--- config.mk ---
export PLATFORM = sky130hd
export DESIGN_NAME = mcrc_dev_flat
export DESIGN_NICKNAME = d
export VERILOG_FILES = /design/src/hdl/mcrc_pkg.sv /design/src/hdl/mcrc_if.sv /design/src/hdl/mcrc_dev.sv /design/src/flat_wrapper.sv
export VERILOG_INCLUDE_DIRS = /design/src /design/src/hdl
export SDC_FILE = /design/constraint.sdc
export NUM_CORES = 1
export LEC_CHECK = 0
export BUFFER_PORTS_ARGS = -buffer_cell sky130_fd_sc_hd__buf_2
export CORE_MARGIN = 1
export CORE_UTILIZATION = 45
export DETAILED_ROUTE_END_ITERATION = 10
export PLACE_DENSITY = 0.73
export SETUP_SLACK_MARGIN = 0.5
export SLEW_MARGIN = 20
export SYNTH_ARGS = -nofsm -noshare
export SYNTH_HDL_FRONTEND = slang
export SYNTH_SLANG_ARGS = --single-unit
export TNS_END_PERCENT = 10
--- constraint.sdc ---
create_clock -name clock_i -period 3.1 [get_ports clock_i]
set_input_delay 0.465 -clock clock_i [delete_from_list [all_inputs] [get_ports clock_i]]
set_output_delay 0.465 -clock clock_i [all_outputs]
set_load 0.05 [all_outputs]
--- src/hdl/mcrc_consts.svh ---
// Purpose: Named constants for the mode, clock and reset control block
// Assumes: 25 MHz system clock
// Notes:   Definitions only
`ifndef MCRC_CONSTS_SVH
`define MCRC_CONSTS_SVH
`define MCRC_SW_CYC        2'h2
`define MCRC_CLR_CYC       2'h2
`define MCRC_HAZ_MIN       3'h2
`define MCRC_HAZ_MAX       3'h4
`define MCRC_SRC_W         2
`define MCRC_SRC_IRC       2'h0
`define MCRC_SRC_XOSC      2'h1
`define MCRC_FLG_W         8
`define MCRC_DES_POR       0
`define MCRC_DES_CORE_LV   1
`define MCRC_DES_IO_LV     2
`define MCRC_FES_CHKSTOP   0
`define MCRC_FES_SAFE      1
`define MCRC_FES_SWRST     2
`define MCRC_MODE_W        3
`define MCRC_MODE_RUN      3'h0
`define MCRC_MODE_SAFE     3'h1
`define MCRC_MODE_STANDBY  3'h2
`define MCRC_MODE_HALT     3'h3
`define MCRC_MODE_STOP     3'h4
`define MCRC_PER_CGM       0
`define MCRC_PER_PCU       1
`endif

--- src/hdl/mcrc_pkg.sv ---
// Purpose: Types for the mode, clock and reset control block
// Assumes: Constants header included
// Notes:   Types only
`include "mcrc_consts.svh"
package mcrc_pkg;
    typedef enum logic [2:0] {
        MCRC_SW_IDLE   = 3'h0,
        MCRC_SW_VERIFY = 3'h1,
        MCRC_SW_MOVE   = 3'h2,
        MCRC_SW_STALL  = 3'h3
    } mcrc_sw_t;
    typedef enum logic [1:0] {
        MCRC_LP_RUN   = 2'h0,
        MCRC_LP_ENTER = 2'h1,
        MCRC_LP_HANG  = 2'h2,
        MCRC_LP_LOW   = 2'h3
    } mcrc_lp_t;
endpackage

--- src/hdl/mcrc_if.sv ---
// Purpose: Joins the control block and its software-side partner
// Assumes: One clock
// Notes:   No clocking block
`timescale 1ns/1ps
`include "mcrc_consts.svh"
interface mcrc_if;
    logic                      sw_req;
    logic [`MCRC_SRC_W-1:0]    sw_src;
    logic                      sw_pend;
    logic [`MCRC_SRC_W-1:0]    sys_src;
    logic                      clk_halted;
    logic                      mode_req;
    logic [`MCRC_MODE_W-1:0]   mode_tgt;
    logic [`MCRC_MODE_W-1:0]   mode_cur;
    logic                      mode_busy;
    logic                      safe_en;
    logic                      can_frz;
    logic                      per_acc;
    logic                      per_sel;
    logic                      per_wr;
    logic [7:0]                per_wdata;
    logic [7:0]                per_rdata;
    logic                      per_err;
    logic [1:0]                per_dis;
    logic                      clr_req;
    logic                      clr_fes;
    logic [`MCRC_FLG_W-1:0]    clr_mask;
    logic                      sw_rst;
    logic [`MCRC_FLG_W-1:0]    des;
    logic [`MCRC_FLG_W-1:0]    fes;
    logic [`MCRC_FLG_W-1:0]    wkup_stat;
    modport dev (input sw_req, sw_src, mode_req, mode_tgt, safe_en, can_frz, per_acc,
                 per_sel, per_wr, per_wdata, per_dis, clr_req, clr_fes, clr_mask, sw_rst,
                 output sw_pend, sys_src, clk_halted, mode_cur, mode_busy, per_rdata,
                 per_err, des, fes, wkup_stat);
    modport sw  (output sw_req, sw_src, mode_req, mode_tgt, safe_en, can_frz, per_acc,
                 per_sel, per_wr, per_wdata, per_dis, clr_req, clr_fes, clr_mask, sw_rst,
                 input sw_pend, sys_src, clk_halted, mode_cur, mode_busy, per_rdata,
                 per_err, des, fes, wkup_stat);
endinterface

--- src/hdl/mcrc_dev.sv ---
// Purpose: Mode entry, clock switching and reset status as this silicon behaves
// Assumes: Inputs synchronous to clock_i; rst_i covers every reset source
// Notes:   Stalled switch and hang states reproduce the silicon faults
`timescale 1ns/1ps
`include "mcrc_consts.svh"
// Overview of operation
// - Verify target clock running before switching
// - Switch completes within two target cycles
// - Safe request kills oscillator, may stall
// - Any reset recovers a stalled switch
// - Software blocks safe during oscillator transitions
// - Disabled clock/power peripherals ignore accesses silently
// - Software keeps those peripherals enabled in run
// - Wakeup in early low-power entry with flash_lp_i set checkstops
// - Checkstop sets flag, wakeup status keeps its earlier value
// - Active CAN blocks low-power entry, hangs
// - Software freezes CAN before low-power request
// - Status flag clear takes two cycles
// - Reset during clear leaves flag set
// - Aborted clear does not affect later clears
// - Software reads status back before soft reset
// - Dipped ramp leaves power flags zero
// - No safe exit except to a low-power mode while cause active
module mcrc_dev (
    input  wire logic                     clock_i,
    input  wire logic                     rst_i,
    input  wire logic                     xosc_run_i,
    input  wire logic                     xosc_tick_i,
    input  wire logic                     ramp_dip_i,
    input  wire logic                     por_i,
    input  wire logic                     core_lv_i,
    input  wire logic                     io_lv_i,
    input  wire logic                     safe_cause_i,
    input  wire logic                     wakeup_i,
    input  wire logic [`MCRC_FLG_W-1:0]   wakeup_ch_i,
    input  wire logic                     flash_lp_i,
    input  wire logic                     can_en_i,
    output logic                          xosc_on_o,
    output logic                          checkstop_o,
    mcrc_if.dev                           bus
);
    mcrc_pkg::mcrc_sw_t sw_st_r;
    mcrc_pkg::mcrc_lp_t lp_st_r;
    logic [1:0]                  sw_cnt_r;
    logic [`MCRC_SRC_W-1:0]      sw_tgt_r;
    logic [`MCRC_SRC_W-1:0]      src_r;
    logic                        xosc_off_r;
    logic [2:0]                  lp_cnt_r;
    logic [`MCRC_MODE_W-1:0]     mode_r;
    logic [`MCRC_MODE_W-1:0]     tgt_r;
    logic [`MCRC_FLG_W-1:0]      des_r;
    logic [`MCRC_FLG_W-1:0]      fes_r;
    logic [`MCRC_FLG_W-1:0]      wk_r;
    logic [`MCRC_FLG_W-1:0]      clr_s1_r;
    logic [`MCRC_FLG_W-1:0]      clr_s2_r;
    logic                        clr_fes_s1_r;
    logic                        clr_fes_s2_r;
    logic                        chk_r;
    logic                        init_r;
    logic [7:0]                  per_reg_r [2];
    logic [7:0]                  rdata_r;
    logic                        safe_go;
    logic                        lp_tgt;
    logic                        acc_ok;

    function automatic logic is_lp(input logic [`MCRC_MODE_W-1:0] m);
        return (m == `MCRC_MODE_STANDBY) || (m == `MCRC_MODE_HALT) ||
               (m == `MCRC_MODE_STOP);
    endfunction

    assign safe_go   = bus.safe_en && safe_cause_i && mode_r != `MCRC_MODE_SAFE;
    assign lp_tgt    = bus.mode_req && is_lp(bus.mode_tgt);
    assign xosc_on_o = !xosc_off_r;

    // Safe entry switches the oscillator off at once; only reset restores it
    always_ff @(posedge clock_i or posedge rst_i) begin
        if (rst_i) begin
            xosc_off_r <= 1'b0;
        end else if (safe_go) begin
            xosc_off_r <= 1'b1;
        end
    end

    // Clock switch engine
    always_ff @(posedge clock_i or posedge rst_i) begin
        if (rst_i) begin
            sw_st_r  <= mcrc_pkg::MCRC_SW_IDLE;
            sw_cnt_r <= 2'h0;
            sw_tgt_r <= `MCRC_SRC_IRC;
            src_r    <= `MCRC_SRC_IRC;
        end else begin
            unique case (sw_st_r)
                mcrc_pkg::MCRC_SW_IDLE: begin
                    if (bus.sw_req && bus.sw_src != src_r) begin
                        sw_tgt_r <= bus.sw_src;
                        sw_st_r  <= mcrc_pkg::MCRC_SW_VERIFY;
                    end
                end
                mcrc_pkg::MCRC_SW_VERIFY: begin
                    // Internal source always runs; crystal must report running
                    if (sw_tgt_r != `MCRC_SRC_XOSC || (xosc_run_i && !xosc_off_r)) begin
                        sw_cnt_r <= 2'h0;
                        sw_st_r  <= mcrc_pkg::MCRC_SW_MOVE;
                    end
                end
                mcrc_pkg::MCRC_SW_MOVE: begin
                    if (sw_tgt_r == `MCRC_SRC_XOSC && (xosc_off_r || !xosc_run_i)) begin
                        sw_st_r <= mcrc_pkg::MCRC_SW_STALL;
                    end else if (sw_tgt_r != `MCRC_SRC_XOSC || xosc_tick_i) begin
                        if (sw_cnt_r == `MCRC_SW_CYC - 2'h1) begin
                            src_r   <= sw_tgt_r;
                            sw_st_r <= mcrc_pkg::MCRC_SW_IDLE;
                        end else begin
                            sw_cnt_r <= sw_cnt_r + 2'h1;
                        end
                    end
                end
                mcrc_pkg::MCRC_SW_STALL: begin
                    sw_st_r <= mcrc_pkg::MCRC_SW_STALL;
                end
                default: begin
                    sw_st_r <= mcrc_pkg::MCRC_SW_IDLE;
                end
            endcase
        end
    end

    assign bus.sw_pend    = sw_st_r != mcrc_pkg::MCRC_SW_IDLE;
    assign bus.sys_src    = src_r;
    assign bus.clk_halted = sw_st_r == mcrc_pkg::MCRC_SW_STALL;

    // Mode entry and low-power sequencing
    always_ff @(posedge clock_i or posedge rst_i) begin
        if (rst_i) begin
            lp_st_r  <= mcrc_pkg::MCRC_LP_RUN;
            mode_r   <= `MCRC_MODE_RUN;
            tgt_r    <= `MCRC_MODE_RUN;
            lp_cnt_r <= 3'h0;
            chk_r    <= 1'b0;
        end else begin
            chk_r <= 1'b0;
            unique case (lp_st_r)
                mcrc_pkg::MCRC_LP_RUN: begin
                    if (safe_go) begin
                        mode_r <= `MCRC_MODE_SAFE;
                    end else if (lp_tgt) begin
                        tgt_r    <= bus.mode_tgt;
                        lp_cnt_r <= 3'h0;
                        if (can_en_i && !bus.can_frz) begin
                            lp_st_r <= mcrc_pkg::MCRC_LP_HANG;
                        end else begin
                            lp_st_r <= mcrc_pkg::MCRC_LP_ENTER;
                        end
                    end else if (bus.mode_req && mode_r == `MCRC_MODE_SAFE) begin
                        if (!safe_cause_i) begin
                            mode_r <= bus.mode_tgt;
                        end
                    end else if (bus.mode_req) begin
                        mode_r <= bus.mode_tgt;
                    end
                end
                mcrc_pkg::MCRC_LP_ENTER: begin
                    lp_cnt_r <= lp_cnt_r + 3'h1;
                    if (wakeup_i && flash_lp_i && lp_cnt_r < `MCRC_HAZ_MAX) begin
                        chk_r   <= 1'b1;
                        lp_st_r <= mcrc_pkg::MCRC_LP_RUN;
                    end else if (lp_cnt_r >= `MCRC_HAZ_MAX - 3'h1) begin
                        mode_r  <= tgt_r;
                        lp_st_r <= mcrc_pkg::MCRC_LP_LOW;
                    end
                end
                mcrc_pkg::MCRC_LP_HANG: begin
                    lp_st_r <= mcrc_pkg::MCRC_LP_HANG;
                end
                mcrc_pkg::MCRC_LP_LOW: begin
                    if (wakeup_i) begin
                        mode_r  <= `MCRC_MODE_RUN;
                        lp_st_r <= mcrc_pkg::MCRC_LP_RUN;
                    end
                end
            endcase
        end
    end

    assign checkstop_o   = chk_r;
    assign bus.mode_cur  = mode_r;
    assign bus.mode_busy = lp_st_r == mcrc_pkg::MCRC_LP_ENTER ||
                           lp_st_r == mcrc_pkg::MCRC_LP_HANG;

    // Wakeup channel record; the checkstop path never records it
    always_ff @(posedge clock_i or posedge rst_i) begin
        if (rst_i) begin
            wk_r <= '0;
        end else if (lp_st_r == mcrc_pkg::MCRC_LP_LOW && wakeup_i) begin
            wk_r <= wk_r | wakeup_ch_i;
        end
    end
    assign bus.wkup_stat = wk_r;

    // Clear requests cross a two-stage synchroniser; reset drops any in flight
    always_ff @(posedge clock_i or posedge rst_i) begin
        if (rst_i) begin
            clr_s1_r     <= '0;
            clr_s2_r     <= '0;
            clr_fes_s1_r <= 1'b0;
            clr_fes_s2_r <= 1'b0;
        end else begin
            clr_s1_r     <= bus.clr_req ? bus.clr_mask : '0;
            clr_fes_s1_r <= bus.clr_fes;
            clr_s2_r     <= clr_s1_r;
            clr_fes_s2_r <= clr_fes_s1_r;
        end
    end

    // Status flags live across reset; only init_r marks the first cycle
    always_ff @(posedge clock_i or posedge rst_i) begin
        if (rst_i) begin
            init_r <= 1'b1;
        end else begin
            init_r <= 1'b0;
        end
    end

    always_ff @(posedge clock_i) begin
        if (init_r) begin
            // Dipped ramp loses the power flags
            des_r[`MCRC_DES_POR]     <= (des_r[`MCRC_DES_POR] | por_i) & !ramp_dip_i;
            des_r[`MCRC_DES_CORE_LV] <= (des_r[`MCRC_DES_CORE_LV] | core_lv_i) & !ramp_dip_i;
            des_r[`MCRC_DES_IO_LV]   <= (des_r[`MCRC_DES_IO_LV] | io_lv_i) & !ramp_dip_i;
            des_r[`MCRC_FLG_W-1:`MCRC_DES_IO_LV+1] <= '0;
        end else if (!clr_fes_s2_r) begin
            des_r <= des_r & ~clr_s2_r;
        end
        if (init_r && por_i) begin
            fes_r <= '0;
        end else begin
            // Set wins over clear
            fes_r <= (fes_r & ~(clr_fes_s2_r ? clr_s2_r : '0))
                     | ({{(`MCRC_FLG_W-1){1'b0}}, chk_r} << `MCRC_FES_CHKSTOP)
                     | ({{(`MCRC_FLG_W-1){1'b0}}, safe_go} << `MCRC_FES_SAFE)
                     | ({{(`MCRC_FLG_W-1){1'b0}}, bus.sw_rst} << `MCRC_FES_SWRST);
        end
    end
    assign bus.des = des_r;
    assign bus.fes = fes_r;

    // Clock/power peripheral registers; disabled ones drop accesses silently
    assign acc_ok = !bus.per_dis[bus.per_sel];
    always_ff @(posedge clock_i or posedge rst_i) begin
        if (rst_i) begin
            per_reg_r[`MCRC_PER_CGM] <= 8'h00;
            per_reg_r[`MCRC_PER_PCU] <= 8'h00;
            rdata_r                  <= 8'h00;
        end else if (bus.per_acc && acc_ok) begin
            if (bus.per_wr) begin
                per_reg_r[bus.per_sel] <= bus.per_wdata;
            end else begin
                rdata_r <= per_reg_r[bus.per_sel];
            end
        end
    end
    assign bus.per_rdata = rdata_r;
    assign bus.per_err   = 1'b0;
endmodule

--- src/flat_wrapper.sv ---
// flat-port wrapper written by rule: the top's interface ports become plain ports
module mcrc_dev_flat 
  (clock_i, rst_i, xosc_run_i, xosc_tick_i, ramp_dip_i, por_i, core_lv_i, io_lv_i, safe_cause_i, wakeup_i, wakeup_ch_i, flash_lp_i, can_en_i, xosc_on_o, checkstop_o, bus_sw_req, bus_sw_src, bus_mode_req, bus_mode_tgt, bus_safe_en, bus_can_frz, bus_per_acc, bus_per_sel, bus_per_wr, bus_per_wdata, bus_per_dis, bus_clr_req, bus_clr_fes, bus_clr_mask, bus_sw_rst, bus_sw_pend, bus_sys_src, bus_clk_halted, bus_mode_cur, bus_mode_busy, bus_per_rdata, bus_per_err, bus_des, bus_fes, bus_wkup_stat);
  mcrc_if bus_i ();
  input  wire logic clock_i;
  input  wire logic rst_i;
  input  wire logic xosc_run_i;
  input  wire logic xosc_tick_i;
  input  wire logic ramp_dip_i;
  input  wire logic por_i;
  input  wire logic core_lv_i;
  input  wire logic io_lv_i;
  input  wire logic safe_cause_i;
  input  wire logic wakeup_i;
  input  wire logic [`MCRC_FLG_W-1:0] wakeup_ch_i;
  input  wire logic flash_lp_i;
  input  wire logic can_en_i;
  output logic xosc_on_o;
  output logic checkstop_o;
  input wire logic [$bits(bus_i.sw_req)-1:0] bus_sw_req;
  input wire logic [$bits(bus_i.sw_src)-1:0] bus_sw_src;
  input wire logic [$bits(bus_i.mode_req)-1:0] bus_mode_req;
  input wire logic [$bits(bus_i.mode_tgt)-1:0] bus_mode_tgt;
  input wire logic [$bits(bus_i.safe_en)-1:0] bus_safe_en;
  input wire logic [$bits(bus_i.can_frz)-1:0] bus_can_frz;
  input wire logic [$bits(bus_i.per_acc)-1:0] bus_per_acc;
  input wire logic [$bits(bus_i.per_sel)-1:0] bus_per_sel;
  input wire logic [$bits(bus_i.per_wr)-1:0] bus_per_wr;
  input wire logic [$bits(bus_i.per_wdata)-1:0] bus_per_wdata;
  input wire logic [$bits(bus_i.per_dis)-1:0] bus_per_dis;
  input wire logic [$bits(bus_i.clr_req)-1:0] bus_clr_req;
  input wire logic [$bits(bus_i.clr_fes)-1:0] bus_clr_fes;
  input wire logic [$bits(bus_i.clr_mask)-1:0] bus_clr_mask;
  input wire logic [$bits(bus_i.sw_rst)-1:0] bus_sw_rst;
  output wire logic [$bits(bus_i.sw_pend)-1:0] bus_sw_pend;
  output wire logic [$bits(bus_i.sys_src)-1:0] bus_sys_src;
  output wire logic [$bits(bus_i.clk_halted)-1:0] bus_clk_halted;
  output wire logic [$bits(bus_i.mode_cur)-1:0] bus_mode_cur;
  output wire logic [$bits(bus_i.mode_busy)-1:0] bus_mode_busy;
  output wire logic [$bits(bus_i.per_rdata)-1:0] bus_per_rdata;
  output wire logic [$bits(bus_i.per_err)-1:0] bus_per_err;
  output wire logic [$bits(bus_i.des)-1:0] bus_des;
  output wire logic [$bits(bus_i.fes)-1:0] bus_fes;
  output wire logic [$bits(bus_i.wkup_stat)-1:0] bus_wkup_stat;
  assign bus_i.sw_req = bus_sw_req;
  assign bus_i.sw_src = bus_sw_src;
  assign bus_i.mode_req = bus_mode_req;
  assign bus_i.mode_tgt = bus_mode_tgt;
  assign bus_i.safe_en = bus_safe_en;
  assign bus_i.can_frz = bus_can_frz;
  assign bus_i.per_acc = bus_per_acc;
  assign bus_i.per_sel = bus_per_sel;
  assign bus_i.per_wr = bus_per_wr;
  assign bus_i.per_wdata = bus_per_wdata;
  assign bus_i.per_dis = bus_per_dis;
  assign bus_i.clr_req = bus_clr_req;
  assign bus_i.clr_fes = bus_clr_fes;
  assign bus_i.clr_mask = bus_clr_mask;
  assign bus_i.sw_rst = bus_sw_rst;
  assign bus_sw_pend = bus_i.sw_pend;
  assign bus_sys_src = bus_i.sys_src;
  assign bus_clk_halted = bus_i.clk_halted;
  assign bus_mode_cur = bus_i.mode_cur;
  assign bus_mode_busy = bus_i.mode_busy;
  assign bus_per_rdata = bus_i.per_rdata;
  assign bus_per_err = bus_i.per_err;
  assign bus_des = bus_i.des;
  assign bus_fes = bus_i.fes;
  assign bus_wkup_stat = bus_i.wkup_stat;
  mcrc_dev u_core (.clock_i(clock_i), .rst_i(rst_i), .xosc_run_i(xosc_run_i), .xosc_tick_i(xosc_tick_i), .ramp_dip_i(ramp_dip_i), .por_i(por_i), .core_lv_i(core_lv_i), .io_lv_i(io_lv_i), .safe_cause_i(safe_cause_i), .wakeup_i(wakeup_i), .wakeup_ch_i(wakeup_ch_i), .flash_lp_i(flash_lp_i), .can_en_i(can_en_i), .xosc_on_o(xosc_on_o), .checkstop_o(checkstop_o), .bus(bus_i));
endmodule
Word-level counts from Yosys, hierarchy flattened
Index checks and enable logic that the tools add are counted.
{"block": "classes", "magnitude_cmp": 5, "n_reduce_logical": 41, "n_mux": 44, "n_eq_ne": 32, "add_sub_neg": 2, "n_bitwise": 18}
{"op": "$mux W3", "count": 17}
{"op": "$mux W8", "count": 6}
{"op": "$mux W2", "count": 10}
{"op": "$and A8 B8 Y8", "count": 2}
{"op": "$bwmux W16", "count": 1}
{"op": "$not A8 Y8", "count": 2}
{"op": "$logic_and A1 B1 Y1", "count": 14}
{"op": "$eq A3 B2 Y1 const B", "count": 4}
{"op": "$ne A2 B1 Y1 const B", "count": 6}
{"op": "$ne A2 B2 Y1 const B", "count": 6}
{"op": "$ne A3 B1 Y1 const B", "count": 4}
{"op": "$pmux W3 S4", "count": 1}
{"op": "$reduce_and A4 Y1", "count": 3}
{"op": "$pmux W3 S3", "count": 1}
{"op": "$demux W8 S1", "count": 1}
{"op": "$or A8 B1 Y8", "count": 1}
{"op": "$or A8 B2 Y8", "count": 1}
{"op": "$or A8 B3 Y8", "count": 1}
{"op": "$or A8 B8 Y8", "count": 1}
{"op": "$pmux W2 S4", "count": 1}
{"op": "$reduce_and A7 Y1", "count": 1}
{"op": "$eq A2 B1 Y1 const B", "count": 3}
{"op": "$eq A3 B1 Y1 const B", "count": 2}
{"op": "$logic_or A1 B1 Y1", "count": 6}
{"op": "28 further kinds", "count": 47}
{"block": "totals", "reg_bits": 89, "word_cells": 164, "output_inout_bits": 43, "input_bits": 53}

Longest topological paths before layout
{"block": "logic_depth", "word_depth": 7, "mapped_depth": 7}

Worst setup path after synthesis
Ideal clock, no wire load.
{"block": "synth_timing", "path_kind": "reg2reg", "start": "register u_core.lp_st_r[0]", "end": "register u_core.mode_r[0] (netlist: u_core.bus.mode_cur[0])", "slack_ps": 1134, "arrival_time_ps": 1838, "path_stages_with_launch": 7, "n_path_buf": 0, "required_ps": 2972, "setup_time_ps": 128, "cell_sequence": "dfrtp_1 -> inv_1 -> ha_1 -> and3_1 -> a211o_1 -> a311o_1 -> mux2_1"}
{"block": "synth_between", "elab_chain_len": 3}
{"item": "from (decl)", "line_no": "mcrc_dev.sv:43", "text": "mcrc_pkg::mcrc_lp_t lp_st_r;"}
{"item": "from (signal assigned)", "line_no": "mcrc_dev.sv:135", "text": "lp_st_r <= mcrc_pkg::MCRC_LP_RUN;"}
{"item": "from (signal assigned)", "line_no": "mcrc_dev.sv:150", "text": "lp_st_r <= mcrc_pkg::MCRC_LP_HANG;"}
{"item": "from (signal assigned)", "line_no": "mcrc_dev.sv:152", "text": "lp_st_r <= mcrc_pkg::MCRC_LP_ENTER;"}
{"item": "$eq A2 B1 Y1, or another cell as far along", "line_no": "mcrc_dev.sv:142", "text": "unique case (lp_st_r)"}
{"item": "$ne A2 B2 Y1 (no line), or another cell as far along"}
{"item": "$reduce_and A7 Y1 (no line)"}
{"item": "to (signal assigned)", "line_no": "mcrc_dev.sv:145", "text": "mode_r <= `MCRC_MODE_SAFE;"}
{"item": "to (signal assigned)", "line_no": "mcrc_dev.sv:156", "text": "mode_r <= bus.mode_tgt;"}
{"item": "to (signal assigned)", "line_no": "mcrc_dev.sv:159", "text": "mode_r <= bus.mode_tgt;"}
{"item": "to (decl)", "line_no": "mcrc_dev.sv:49", "text": "logic [`MCRC_MODE_W-1:0] mode_r;"}
Several ways; a longest one is shown, not always the timed one.
A chain may end at the register's enable or synchronous reset.

Worst setup path after layout
{"block": "layout_timing", "start": "register u_core.lp_st_r[1]", "end": "register u_core.mode_r[2] (netlist: u_core.bus.mode_cur[2])"}
Same word-level chain as after synthesis.

==> results.json <==
{
  "r2r_slack_ps": 980,
  "clockBufferDepth": 2,
  "syn_area_um2": 3680,
  "crit_type": "reg2reg",
  "wirelength_mm": 6.55,
  "nets": 464,
  "dp_hpwl_mm": 4.79,
  "synth_cells": 300,
  "fin_setup_tns_ps": 0,
  "yosysTopAreaCellShare": 0.483,
  "fin_crit_sh": 0.682,
  "ys_ff_latch": 88,
  "num_rows": 32,
  "grt_usage": 0.170,
  "status": "finished, final reports clean",
  "core_um2": 7810,
  "via_count": 2550,
  "yosysUniqueCellTypes": 50,
  "cts_hold_buf": 0,
  "cts_resized": 0,
  "antenna_found_initial": 0,
  "drv_slew": 0,
  "grt_start_max_net_pins": 73,
  "grt_pass1_vias": 2531,
  "n_antenna_cell": 0,
  "postRouteAntennaNets": 0,
  "initial_core_util": 0.471,
  "setup_viol": 0,
  "vdd_drop_max_mv": 0.348,
  "cts-root-buf": "clkbuf_8",
  "finalHoldViolations": 0,
  "power_density_nw_per_um2": 663,
  "area.growth.synth_to_final_pct": 21.5,
  "rsz0062_at_grt": "no",
  "synth_edf_count": 3,
  "synthArstFlopShare": 0.818,
  "cts_setup_buffers": 0,
  "insertion_delay_ps": 340,
  "die_area_um2": 8540,
  "cp_max_fo": 9,
  "critPathRequiredTime_ps": 3330,
  "dr.pass1.iters": 4,
  "timing.rr.end": "u_core.bus.mode_cur[2]",
  "grt_pass1_wl_mm": 11.4,
  "tightest_slew_ps": 702,
  "fin_util": 0.572,
  "viasPerCell": 5.04,
  "drtIter0Drc": 59,
  "die_h_um": 92.4,
  "yosys_warnings": 0,
  "port_buffers": 94,
  "p_leak_nw": 2.35,
  "max_clock_freq_ghz": 0.473,
  "r2r_cells": 6,
  "yosysTopAreaCell": "dfrtp_1",
  "wl_per_cell_um": 12.9,
  "finalPower_w": 0.00296,
  "relSlewSlack": 0.530,
  "finClkSkew_ps": 8.39,
  "numCtsBuffers": 9,
  "r2r_start": "u_core.lp_st_r[1]",
  "path_clk_slew_ps": 90,
  "drv_cap": 0,
  "hold_class": "in2async",
  "arrival_ps": 2340,
  "synth_top_cells_by_area": "dfrtp_1 (48%), mux2_2 (7.3%), dfxtp_1 (7.1%)",
  "place_congestion": 0.867,
  "layout-drive-gt1-share": 0.344,
  "crit_path_end_kind": "flop",
  "die_w_um": 92.4,
  "startpoint_type": "flop",
  "min_period_ps": 2120,
  "syn_avg_cell_area_um2": 12.3,
  "overflow": 0,
  "cts_tree": "done",
  "cts_num_sinks": 88,
  "pin_count": 96,
  "h-tree-depth": 3,
  "synth_flop_cell": "dfrtp_1",
  "remaining_drc_errors": 0,
  "seq_area_frac_synth": 0.585
}
==> cells by family after synthesis <==
kind of cell,synth area share
buffers and inverters,0.0272
multiplexers,0.118
flip-flops,0.585
AO/OA/AOI/OAI,0.101
XOR/XNOR,0.00476
AND/OR/NAND/NOR,0.122
other,0.00102
adder cells (fa/ha/maj),0.0408
==> metrics by stage <==
stage	setup slack (ps)	cell area [um2]	cells	hold slack, ps
detailed placement	985	4260	490	336
global route	845	4470	506	188
floorplan	812	3680	301	331
global placement	1060	4260	490	334
CTS	962	4470	506	186
finish	985	4470	506	190
==> worst max-delay path by stage <==
stage	startpoint	to	slack (ps)
after floorplan	rst_i	u_core.bus.mode_cur[0]	810
after global placement	u_core.lp_st_r[0]	u_core.bus.mode_cur[2]	1060
after detailed placement	u_core.lp_st_r[0]	u_core.bus.mode_cur[2]	980
after CTS	u_core.lp_st_r[1]	u_core.bus.mode_cur[2]	960
after global routing	u_core.lp_st_r[0]	u_core.bus.mode_cur[2]	840
final	u_core.lp_st_r[1]	u_core.bus.mode_cur[2]	980
==> layout make-up <==
| type | instances | area [um2] |
|---|---|---|
| inverters | 15 | 56.3 |
| repair buffers | 95 | 490 |
| well taps | 102 | 128 |
| multi-input cells | 190 | 1430 |
| flip-flops and latches | 88 | 2150 |
| clock inverters | 6 | 73.8 |
| clock buffers | 10 | 138 |
| fillers | 693 | 3340 |
==> critical path, cell delays in order (launching register included) <==
cell	delay, ps
dfrtp_1	410
inv_1	100
ha_1	290
and4b_1	230
a211o_1	260
a311o_1	370
mux2_1	340
==> Yosys cell counts, types with 4 or more instances <==
cell type / n
dfxtp_1: 13
nand2b_1: 6
and2_1: 9
mux2i_1: 13
dfrtp_1: 71
mux2_2: 24
nor2_1: 7
a21o_1: 9
nand2_1: 27
and3_1: 7
inv_1: 15
clkbuf_1: 4
a21oi_1: 5
nor2b_1: 8
ha_1: 12
nor3b_1: 9
o21ai_0: 15
a22o_1: 4
==> metal layers <==
layer | up-vias | track usage | share of wire
li1 | 1240 | - | -
met1 | 1227 | 0.198 | 0.44
met2 | 77 | 0.289 | 0.49
met3 | 6 | 0.0443 | 0.060
met4 | 0 | 0.0872 | 0.013
met5 | - | 0 | 0
==> flip-flops by register name (all words and copies together) (netlist names) <==
signal	flops
u_core.xosc_off_r	1
u_core.bus.fes	8
u_core.bus.wkup_stat	8
u_core.bus.sys_src	2
u_core.bus.des	8
u_core.init_r	1
u_core.sw_cnt_r	2
u_core.lp_cnt_r	3
u_core.sw_tgt_r	2
u_core.tgt_r	3
u_core.sw_st_r	2
u_core.checkstop_o	1
u_core.clr_s2_r	8
u_core.lp_st_r	2
u_core.clr_s1_r	8
u_core.per_reg_r	16
u_core.bus.mode_cur	3
u_core.bus.per_rdata	8
u_core.clr_fes_s2_r	1
u_core.clr_fes_s1_r	1
==> power by group <==
part           leakage, nW  total (W)  internal, W  switching (W)
Clock                0.109   0.000826     0.000407       0.000420
Combinational         1.19   0.000751     0.000288       0.000462
Sequential            1.05    0.00139      0.00130      0.0000902
==> cells in the final DEF, fill, tap and decap left out, types with 8 or more instances in the layout <==
master / n
buf_2: 94
dfrtp_1: 71
nand2_1: 27
mux2_2: 24
o21ai_0: 15
inv_1: 14
mux2i_1: 13
dfxtp_1: 13
ha_1: 12
clkbuf_8: 10
nor3b_1: 9
a21o_1: 9
and2_1: 9
nor2b_1: 8
Note: power is estimated with default switching activity, not from simulation.
